**config.mk**
```make
export PLATFORM = sky130hd
export DESIGN_NAME = ulwp_regs
export DESIGN_NICKNAME = d
export VERILOG_FILES = /design/src/core/ulwp_pkg.sv /design/src/core/ulwp_clkdiv.sv /design/src/core/ulwp_protect.sv /design/src/core/ulwp_regs.sv
export SDC_FILE = /design/constraint.sdc
export NUM_CORES = 1
export LEC_CHECK = 0
export BUFFER_PORTS_ARGS = -buffer_cell sky130_fd_sc_hd__clkbuf_2
export CAP_MARGIN = 20
export CORE_UTILIZATION = 45
export DETAILED_ROUTE_END_ITERATION = 7
export GPL_TIMING_DRIVEN = 1
export PLACE_DENSITY_LB_ADDON = 0.08
export SETUP_SLACK_MARGIN = 0.05
export SYNTH_ARGS = -nofsm -noshare
export SYNTH_HDL_FRONTEND = slang
export SYNTH_SLANG_ARGS = --single-unit
export TNS_END_PERCENT = 20
```
**constraint.sdc**
```tcl
create_clock -name clk_i -period 2.5 [get_ports clk_i]
set_input_delay 0.5 -clock clk_i [delete_from_list [all_inputs] [get_ports clk_i]]
set_output_delay 0.5 -clock clk_i [all_outputs]
set_load 0.03 [all_outputs]
```
**src/core/ulwp_pkg.sv**
```systemverilog
package ulwp_pkg;
    // Register byte offsets
    localparam logic [7:0] ULWP_OFF_MODE      = 8'h00;
    localparam logic [7:0] ULWP_OFF_BAUDGEN   = 8'h20;
    localparam logic [7:0] ULWP_OFF_RXTIMEOUT = 8'h24;
    localparam logic [7:0] ULWP_OFF_TIMEGUARD = 8'h28;
    localparam logic [7:0] ULWP_OFF_CLKRATIO  = 8'h40;
    localparam logic [7:0] ULWP_OFF_IRFILTER  = 8'h4C;
    localparam logic [7:0] ULWP_OFF_MANCH     = 8'h50;
    localparam logic [7:0] ULWP_OFF_LINMODE   = 8'h54;
    localparam logic [7:0] ULWP_OFF_IDENT     = 8'h58;
    localparam logic [7:0] ULWP_OFF_BAUDRB    = 8'h5C;
    localparam logic [7:0] ULWP_OFF_IRQ_STAT  = 8'hD0;
    localparam logic [7:0] ULWP_OFF_IRQ_CLR   = 8'hD4;
    localparam logic [7:0] ULWP_OFF_IRQ_EN    = 8'hD8;
    localparam logic [7:0] ULWP_OFF_WPMODE    = 8'hE4;
    localparam logic [7:0] ULWP_OFF_WPSTAT    = 8'hE8;
    localparam logic [7:0] ULWP_OFF_REVISION  = 8'hFC;

    // Operating mode codes
    localparam logic [3:0] ULWP_MODE_LIN_MASTER = 4'hA;
    localparam logic [3:0] ULWP_MODE_LIN_SLAVE  = 4'hB;

    // Field layout
    localparam int ULWP_MODE_LSB       = 0;
    localparam int ULWP_RTO_W          = 17;
    localparam int ULWP_ACT_LSB        = 0;
    localparam int ULWP_KEY_LSB        = 8;
    localparam int ULWP_VSRC_LSB       = 8;
    localparam logic [23:0] ULWP_PROTECT_KEY = 24'h55_5341;

    // Reset values
    localparam logic [31:0] ULWP_RST_ZERO  = 32'h0000_0000;
    localparam logic [31:0] ULWP_RST_MANCH = 32'h3001_1004;
    // Arbitrary neutral revision code
    localparam logic [31:0] ULWP_REVISION  = 32'h0000_0101;

    // Clock divider
    localparam int ULWP_DIV_FACTOR = 8;
    localparam int ULWP_DIV_W      = 3;

    // Interrupt status bits
    localparam int ULWP_IRQ_VIOL  = 0;
    localparam int ULWP_IRQ_IDENT = 1;
    localparam int ULWP_IRQ_SYNC  = 2;
    localparam int ULWP_IRQ_W     = 3;

    typedef enum logic [1:0] {
        ULWP_ACT_PUBLISH   = 2'b00,
        ULWP_ACT_SUBSCRIBE = 2'b01,
        ULWP_ACT_IGNORE    = 2'b10,
        ULWP_ACT_RESERVED  = 2'b11
    } ulwp_action_t;
endpackage

```
**src/core/ulwp_clkdiv.sv**
```systemverilog
`timescale 1ns/1ns
module ulwp_clkdiv (
    // Clock and reset
    input  wire logic clk_i,
    input  wire logic rst_i,
    // Divided enable
    output logic      tick_o
);
    import ulwp_pkg::*;

    logic [ULWP_DIV_W-1:0] cnt_q;

    always_ff @(posedge clk_i) begin
        if (rst_i) begin
            cnt_q  <= '0;
            tick_o <= 1'b0;
        end else begin
            cnt_q  <= cnt_q + 1'b1;
            tick_o <= (cnt_q == ULWP_DIV_W'(ULWP_DIV_FACTOR - 1));
        end
    end
endmodule

```
**src/core/ulwp_protect.sv**
```systemverilog
`timescale 1ns/1ns
module ulwp_protect (
    // Clock and reset
    input  wire logic        clk_i,
    input  wire logic        rst_i,
    // Decoded accesses
    input  wire logic        wr_mode_i,
    input  wire logic        wr_prot_i,
    input  wire logic [7:0]  wr_off_i,
    input  wire logic [31:0] wdata_i,
    input  wire logic        rd_stat_i,
    // State
    output logic             enable_o,
    output logic             flag_o,
    output logic [15:0]      source_o,
    output logic             viol_o
);
    import ulwp_pkg::*;

    logic key_ok;
    logic viol;

    assign key_ok = (wdata_i[31:ULWP_KEY_LSB] == ULWP_PROTECT_KEY);
    assign viol   = wr_prot_i && enable_o;
    assign viol_o = viol;

    always_ff @(posedge clk_i) begin
        if (rst_i) begin
            enable_o <= 1'b0;
        end else if (wr_mode_i && key_ok) begin
            enable_o <= wdata_i[0];
        end
    end

    // A violation in the same cycle as the clearing read survives
    always_ff @(posedge clk_i) begin
        if (rst_i) begin
            flag_o   <= 1'b0;
            source_o <= '0;
        end else if (viol) begin
            flag_o   <= 1'b1;
            source_o <= {8'h00, wr_off_i};
        end else if (rd_stat_i) begin
            flag_o   <= 1'b0;
            source_o <= '0;
        end
    end
endmodule

```
**src/core/ulwp_regs.sv**
```systemverilog
`timescale 1ns/1ns
module ulwp_regs (
    // Clock and reset
    input  wire logic                  clk_i,
    input  wire logic                  rst_i,
    // Wishbone slave
    input  wire logic                  wb_cyc_i,
    input  wire logic                  wb_stb_i,
    input  wire logic                  wb_we_i,
    input  wire logic [7:0]            wb_adr_i,
    input  wire logic [3:0]            wb_sel_i,
    input  wire logic [31:0]           wb_dat_i,
    output logic      [31:0]           wb_dat_o,
    output logic                       wb_ack_o,
    // LIN engine side
    input  wire logic                  ident_rx_valid_i,
    input  wire logic [7:0]            ident_rx_i,
    input  wire logic                  sync_done_i,
    input  wire logic [15:0]           sync_clock_divider_i,
    input  wire logic [2:0]            sync_frac_part_i,
    output ulwp_pkg::ulwp_action_t     response_action_o,
    output logic      [7:0]            ident_tx_o,
    output logic      [3:0]            mode_o,
    output logic      [ulwp_pkg::ULWP_RTO_W-1:0] receiver_timeout_value_o,
    output logic                       div_tick_o,
    // Interrupt
    output logic                       irq_o
);
    import ulwp_pkg::*;

    logic [31:0] mode_q;
    logic [31:0] baudgen_q;
    logic [ULWP_RTO_W-1:0] rto_q;
    logic [31:0] tguard_q;
    logic [31:0] ratio_q;
    logic [31:0] irfilt_q;
    logic [31:0] manch_q;
    logic [31:0] linmode_q;
    logic [7:0]  ident_q;
    logic [15:0] cd_q;
    logic [2:0]  fp_q;
    logic [ULWP_IRQ_W-1:0] ist_q;
    logic [ULWP_IRQ_W-1:0] ien_q;

    logic        req;
    logic        wr;
    logic        rd;
    logic        wr_prot;
    logic        prot_en;
    logic        viol_flag;
    logic [15:0] viol_src;
    logic        viol_evt;
    logic        tick;
    logic [31:0] rdata;
    logic [31:0] wmask;
    logic        is_master;
    logic        is_slave;
    logic [ULWP_IRQ_W-1:0] ev;
    logic        cfg_we;
    logic        wr_wpmode;
    logic        rd_wpstat;
    logic        wr_linmode;
    logic        wr_ident;
    logic        wr_irq_clr;
    logic        wr_irq_en;

    assign req = wb_cyc_i && wb_stb_i && !wb_ack_o;
    assign wr  = req && wb_we_i;
    assign rd  = req && !wb_we_i;

    // Per-register strobes
    assign wr_wpmode  = wr && (wb_adr_i == ULWP_OFF_WPMODE);
    assign rd_wpstat  = rd && (wb_adr_i == ULWP_OFF_WPSTAT);
    assign wr_linmode = wr && (wb_adr_i == ULWP_OFF_LINMODE);
    assign wr_ident   = wr && (wb_adr_i == ULWP_OFF_IDENT) && wb_sel_i[0];
    assign wr_irq_clr = wr && (wb_adr_i == ULWP_OFF_IRQ_CLR) && wb_sel_i[0];
    assign wr_irq_en  = wr && (wb_adr_i == ULWP_OFF_IRQ_EN) && wb_sel_i[0];
    // Protected writes land only while protection is off; still acked either way
    assign cfg_we     = wr_prot && !prot_en;

    assign is_master = (mode_q[3:0] == ULWP_MODE_LIN_MASTER);
    assign is_slave  = (mode_q[3:0] == ULWP_MODE_LIN_SLAVE);

    // Byte-lane mask from select lines
    genvar g;
    generate
        for (g = 0; g < 4; g++) begin : g_lane
            assign wmask[8*g +: 8] = {8{wb_sel_i[g]}};
        end
    endgenerate

    // Protected set
    always_comb begin
        unique case (wb_adr_i)
            ULWP_OFF_MODE,
            ULWP_OFF_BAUDGEN,
            ULWP_OFF_RXTIMEOUT,
            ULWP_OFF_TIMEGUARD,
            ULWP_OFF_CLKRATIO,
            ULWP_OFF_IRFILTER,
            ULWP_OFF_MANCH: wr_prot = wr;
            default: wr_prot = 1'b0;
        endcase
    end

    ulwp_protect u_protect (
        .clk_i     (clk_i),
        .rst_i     (rst_i),
        .wr_mode_i (wr_wpmode),
        .wr_prot_i (wr_prot),
        .wr_off_i  (wb_adr_i),
        .wdata_i   (wb_dat_i),
        .rd_stat_i (rd_wpstat),
        .enable_o  (prot_en),
        .flag_o    (viol_flag),
        .source_o  (viol_src),
        .viol_o    (viol_evt)
    );

    ulwp_clkdiv u_clkdiv (
        .clk_i  (clk_i),
        .rst_i  (rst_i),
        .tick_o (tick)
    );

    always_ff @(posedge clk_i) begin
        if (rst_i) begin
            div_tick_o <= 1'b0;
        end else begin
            div_tick_o <= tick;
        end
    end

    // Configuration registers, one block each; writes dropped while enabled, except LINMODE, which is unprotected
    always_ff @(posedge clk_i) begin
        if (rst_i) begin
            mode_q <= ULWP_RST_ZERO;
        end else if (cfg_we && wb_adr_i == ULWP_OFF_MODE) begin
            mode_q <= (mode_q & ~wmask) | (wb_dat_i & wmask);
        end
    end

    always_ff @(posedge clk_i) begin
        if (rst_i) begin
            baudgen_q <= ULWP_RST_ZERO;
        end else if (cfg_we && wb_adr_i == ULWP_OFF_BAUDGEN) begin
            baudgen_q <= (baudgen_q & ~wmask) | (wb_dat_i & wmask);
        end
    end

    // Only the low 17 bits exist; upper write data is dropped
    always_ff @(posedge clk_i) begin
        if (rst_i) begin
            rto_q <= '0;
        end else if (cfg_we && wb_adr_i == ULWP_OFF_RXTIMEOUT) begin
            rto_q <= (rto_q & ~wmask[ULWP_RTO_W-1:0])
                   | (wb_dat_i[ULWP_RTO_W-1:0] & wmask[ULWP_RTO_W-1:0]);
        end
    end

    always_ff @(posedge clk_i) begin
        if (rst_i) begin
            tguard_q <= ULWP_RST_ZERO;
        end else if (cfg_we && wb_adr_i == ULWP_OFF_TIMEGUARD) begin
            tguard_q <= (tguard_q & ~wmask) | (wb_dat_i & wmask);
        end
    end

    always_ff @(posedge clk_i) begin
        if (rst_i) begin
            ratio_q <= ULWP_RST_ZERO;
        end else if (cfg_we && wb_adr_i == ULWP_OFF_CLKRATIO) begin
            ratio_q <= (ratio_q & ~wmask) | (wb_dat_i & wmask);
        end
    end

    always_ff @(posedge clk_i) begin
        if (rst_i) begin
            irfilt_q <= ULWP_RST_ZERO;
        end else if (cfg_we && wb_adr_i == ULWP_OFF_IRFILTER) begin
            irfilt_q <= (irfilt_q & ~wmask) | (wb_dat_i & wmask);
        end
    end

    always_ff @(posedge clk_i) begin
        if (rst_i) begin
            manch_q <= ULWP_RST_MANCH;
        end else if (cfg_we && wb_adr_i == ULWP_OFF_MANCH) begin
            manch_q <= (manch_q & ~wmask) | (wb_dat_i & wmask);
        end
    end

    always_ff @(posedge clk_i) begin
        if (rst_i) begin
            linmode_q <= ULWP_RST_ZERO;
        end else if (wr_linmode) begin
            linmode_q <= (linmode_q & ~wmask) | (wb_dat_i & wmask);
        end
    end

    // Identifier: software in master mode, bus receiver in slave mode
    // Capture takes priority, so a bus write can never mask a received identifier
    always_ff @(posedge clk_i) begin
        if (rst_i) begin
            ident_q <= 8'h00;
        end else if (is_slave && ident_rx_valid_i) begin
            ident_q <= ident_rx_i;
        end else if (is_master && wr_ident) begin
            ident_q <= wb_dat_i[7:0];
        end
    end

    // Synchronization result; bus writes never reach it
    always_ff @(posedge clk_i) begin
        if (rst_i) begin
            cd_q <= 16'h0000;
        end else if (sync_done_i) begin
            cd_q <= sync_clock_divider_i;
        end
    end

    always_ff @(posedge clk_i) begin
        if (rst_i) begin
            fp_q <= 3'h0;
        end else if (sync_done_i) begin
            fp_q <= sync_frac_part_i;
        end
    end

    // Sticky interrupt status; set wins over clear
    assign ev[ULWP_IRQ_VIOL]  = viol_evt;
    assign ev[ULWP_IRQ_IDENT] = is_slave && ident_rx_valid_i;
    assign ev[ULWP_IRQ_SYNC]  = sync_done_i;

    always_ff @(posedge clk_i) begin
        if (rst_i) begin
            ist_q <= '0;
        end else if (wr_irq_clr) begin
            ist_q <= (ist_q & ~wb_dat_i[ULWP_IRQ_W-1:0]) | ev;
        end else begin
            ist_q <= ist_q | ev;
        end
    end

    always_ff @(posedge clk_i) begin
        if (rst_i) begin
            ien_q <= '0;
        end else if (wr_irq_en) begin
            ien_q <= wb_dat_i[ULWP_IRQ_W-1:0];
        end
    end

    always_ff @(posedge clk_i) begin
        if (rst_i) begin
            irq_o <= 1'b0;
        end else begin
            irq_o <= |(ist_q & ien_q);
        end
    end

    // Read mux; unmapped reads return zero
    always_comb begin
        rdata = 32'h0000_0000;
        unique case (wb_adr_i)
            ULWP_OFF_MODE:      rdata = mode_q;
            ULWP_OFF_BAUDGEN:   rdata = baudgen_q;
            ULWP_OFF_RXTIMEOUT: rdata = {15'h0000, rto_q};
            ULWP_OFF_TIMEGUARD: rdata = tguard_q;
            ULWP_OFF_CLKRATIO:  rdata = ratio_q;
            ULWP_OFF_IRFILTER:  rdata = irfilt_q;
            ULWP_OFF_MANCH:     rdata = manch_q;
            ULWP_OFF_LINMODE:   rdata = linmode_q;
            ULWP_OFF_IDENT:     rdata = {24'h00_0000, ident_q};
            ULWP_OFF_BAUDRB:    rdata = {13'h0000, fp_q, cd_q};
            ULWP_OFF_IRQ_STAT:  rdata = {29'h0000_0000, ist_q};
            ULWP_OFF_IRQ_EN:    rdata = {29'h0000_0000, ien_q};
            ULWP_OFF_WPMODE:    rdata = {31'h0000_0000, prot_en};
            ULWP_OFF_WPSTAT:    rdata = {8'h00, viol_src, 7'h00, viol_flag};
            ULWP_OFF_REVISION:  rdata = ULWP_REVISION;
            default:            rdata = 32'h0000_0000;
        endcase
    end

    // One wait-free ack per request, dropped the following cycle
    always_ff @(posedge clk_i) begin
        if (rst_i) begin
            wb_ack_o <= 1'b0;
        end else begin
            wb_ack_o <= req;
        end
    end

    // Read data only beside ack; zero otherwise so stale values never leak
    always_ff @(posedge clk_i) begin
        if (rst_i) begin
            wb_dat_o <= 32'h0000_0000;
        end else begin
            wb_dat_o <= rd ? rdata : 32'h0000_0000;
        end
    end

    // Configuration outputs, registered so the engine sees clean levels
    always_ff @(posedge clk_i) begin
        if (rst_i) begin
            response_action_o <= ULWP_ACT_PUBLISH;
        end else begin
            response_action_o <= ulwp_action_t'(linmode_q[ULWP_ACT_LSB +: 2]);
        end
    end

    always_ff @(posedge clk_i) begin
        if (rst_i) begin
            ident_tx_o <= 8'h00;
        end else begin
            ident_tx_o <= ident_q;
        end
    end

    always_ff @(posedge clk_i) begin
        if (rst_i) begin
            mode_o <= 4'h0;
        end else begin
            mode_o <= mode_q[3:0];
        end
    end

    always_ff @(posedge clk_i) begin
        if (rst_i) begin
            receiver_timeout_value_o <= '0;
        end else begin
            receiver_timeout_value_o <= rto_q;
        end
    end
endmodule

```
==> results.tsv <==
metric	value	unit
outcome	finished, violations left	
failing checks	DRC	
CTS tree	done	
Comb power frac	4.6	%
Synth Flop Type	dfxtp_1	
WP data required	2880	ps
CTS Hold Bufs	0	
Critical R2R Launch	wb_ack_o	
total gr overflow	0	
arrival time at the worst endpoint	2410	ps
Setup Viol. Count Final	0	
Synth Instances	1442	
Root Buffer	clkbuf_16	
CP max FO	13	
drt via density	5.75	
Slew Limit Fails	0	
r2r endpoint	ien_q[1]	
fraction of layout instances using a drive strength above 1	23.4	%
post-CTS setup buffer count	0	
clk_skew	9.77	ps
Hold Path Class	in2reg	
Area Overhead vs Synth	24.2	%
Residual DRC	12	
CTS clk-pin slew, worst paths	60	ps
DRT Wirelength	44.3	mm
worst skew pair latency	530	ps
Setup crit start kind	input pin	
Final ANT Viol Nets	0	
Sequential Power Share	46.3	%
crit share post-route	81.3	%
drt first-iter violations	1109	
FF-to-FF setup slack	530	ps
Yosys cell types	65	
Starting Density	46.1	%
syn nets	1522	
Worst Max-Slew Pin Slew	953	ps
Seq/Total Area, Yosys	49.7	%
max cap viols	0	
first-pass GRT wire length	68.2	mm
die area	32400	µm²
RSZ-0062 raised after global routing	no	
Pwr Density	693	nW/µm²
Slew headroom	36.5	%
Peak VDD IR	0.000524	V
Leak	8.20	nW
routed vias	11855	
Net Sw Frac	22.2	%
commonest non-fill, non-tap cell in the layout	dfxtp_1	
H-Tree Depth	2	
DP HPWL	30.1	mm
Reg2Reg Depth	5	
TritonCTS Buffers	39	
# diodes	0	
#FFs+latches synth	354	
mean routed wirelength per cell	21.5	µm
yosys warns	0	
PostCTS Resize Cnt	0	
Internal	9.55	mW
Syn Area/Cell	9.88	µm²
largest net degree at the start of global routing	196	
synth top area cells	dfxtp_1, mux2i_1, nor2_1, a222oi_1, a22oi_1	
area leader, netlist	dfxtp_1	
Worst Setup End Kind	flip-flop	
CP startpoint	wb_adr_i[5]	
Layout Nets	1716	
Die Y	180	µm
Final GP Congestion	0.842	
IO Pins	144	
vias in the first global route	11363	
port buffer count	143	
P_sw	2.73	mW
antenna violations before repair	0	
worst-case clock buffer depth	3	
GRT Total Usage	27.0	%
CORE AREA	30900	µm²
Non-Filler Instances	2061	
most frequent cells in the layout	dfxtp_1, nor2_1, mux2i_1	
Die Wd	180	µm
Yosys top cell area share	49.7	%
CTS sink count	354	
share of synthesized flip-flops with an asynchronous set or reset	0	%
Final min period	2030	ps
Core Rows	64	
Cell Area, Synth	14300	µm²
crit path kind	in2reg	
Clk network pwr share	49.1	%
fmax	492	MHz
First-pass DRT Iterations	8	
fin util	57.3	%
final-report hold violation count	0	
DP Cell Count	1991	
number of enable flip-flop cells after synthesis	0	
[power by group through the flow]
| stage | sequential (mW) | combinational, mW | clock [mW] |
|---|---|---|---|
| 2_1_floorplan | 5.80 | 0.271 | 0 |
| 3_3_place_gp | 5.81 | 0.555 | 0 |
| 3_5_place_dp | 5.81 | 0.556 | 0 |
| 4_1_cts | 5.68 | 0.559 | 6.11 |
| 5_1_grt | 5.68 | 0.594 | 6.35 |
| 6_report | 5.68 | 0.563 | 6.02 |
[worst max-delay path, stage by stage]
cell and delay, ps:
clkbuf_2 110, buf_12 140, buf_4 150, nor4b_2 450, and2_1 240, buf_4 220, nand3_2 290, mux2i_1 250
nor2_1 60
[area by class of cell]
| cell class | instances | area (µm²) |
|---|---|---|
| Tap cell | 396 | 495 |
| Multi-Input combinational cell | 962 | 6700 |
| Fill cell | 2757 | 13200 |
| Sequential cell | 354 | 7090 |
| Inverter | 3 | 11.3 |
| Clock buffer | 50 | 1090 |
| Timing Repair Buffer | 276 | 2060 |
| Clock inverter | 20 | 254 |
[through the flow]
step	instance area [µm²]	setup WS [ps]	total power, mW	TNS [ps]	hold slack (ps)
2_1_floorplan	14300	154	6.07	0	399
3_3_place_gp	16400	-43.9	6.36	-332	408
3_5_place_dp	16400	-45.7	6.36	-463	410
4_1_cts	17700	488	12.4	0	200
5_1_grt	17700	341	12.6	0	224
6_report	17700	468	12.3	0	218
[metal layers]
layer | vias to the layer above | share of wire [%] | GRT usage (%)
met5 | - | 0 | 0
met4 | 0 | 2.5 | 8.69
met3 | 76 | 5.7 | 3.12
met2 | 423 | 46 | 43.3
met1 | 5787 | 46 | 37.8
li1 | 5569 | - | -
[cells by family after synthesis]
kind of cell	Yosys count	share of synthesized area [%]
AND/OR/NAND/NOR	480	17.0
flip-flops	354	49.7
multiplexers	244	17.3
AO/OA/AOI/OAI	236	12.1
buffers and inverters	126	3.76
adder cells (fa/ha/maj)	2	0.176
[synth_stat cells (4+ instances only)]
master	instances
and2_1	6
a22oi_1	49
nand3_2	21
a22o_1	22
buf_2	28
dfxtp_1	354
a31oi_1	19
o21ai_0	5
and3_1	6
nor2_1	250
buf_4	4
clkbuf_2	4
o22ai_1	4
nand2_1	68
and2_0	4
a221oi_1	8
nor2b_1	35
clkbuf_1	86
nand3_1	40
nor4b_1	7
nand3b_1	4
a21oi_1	67
a222oi_1	39
mux2i_1	239
mux2_2	4
o22a_1	8
[worst min-delay path by stage]
stage / from / to / slack (ps) / cells past startpoint
floorplan: u_clkdiv.cnt_q[0] / u_clkdiv.cnt_q[0] / 400 / 1
global placement: u_clkdiv.cnt_q[0] / u_clkdiv.cnt_q[0] / 410 / 1
detailed placement: u_clkdiv.cnt_q[0] / u_clkdiv.cnt_q[0] / 410 / 1
CTS: rst_i / wb_ack_o / 200 / 2
global route: rst_i / wb_ack_o / 220 / 2
finish: rst_i / wb_ack_o / 220 / 2
Note: power is estimated with default switching activity, not from simulation.
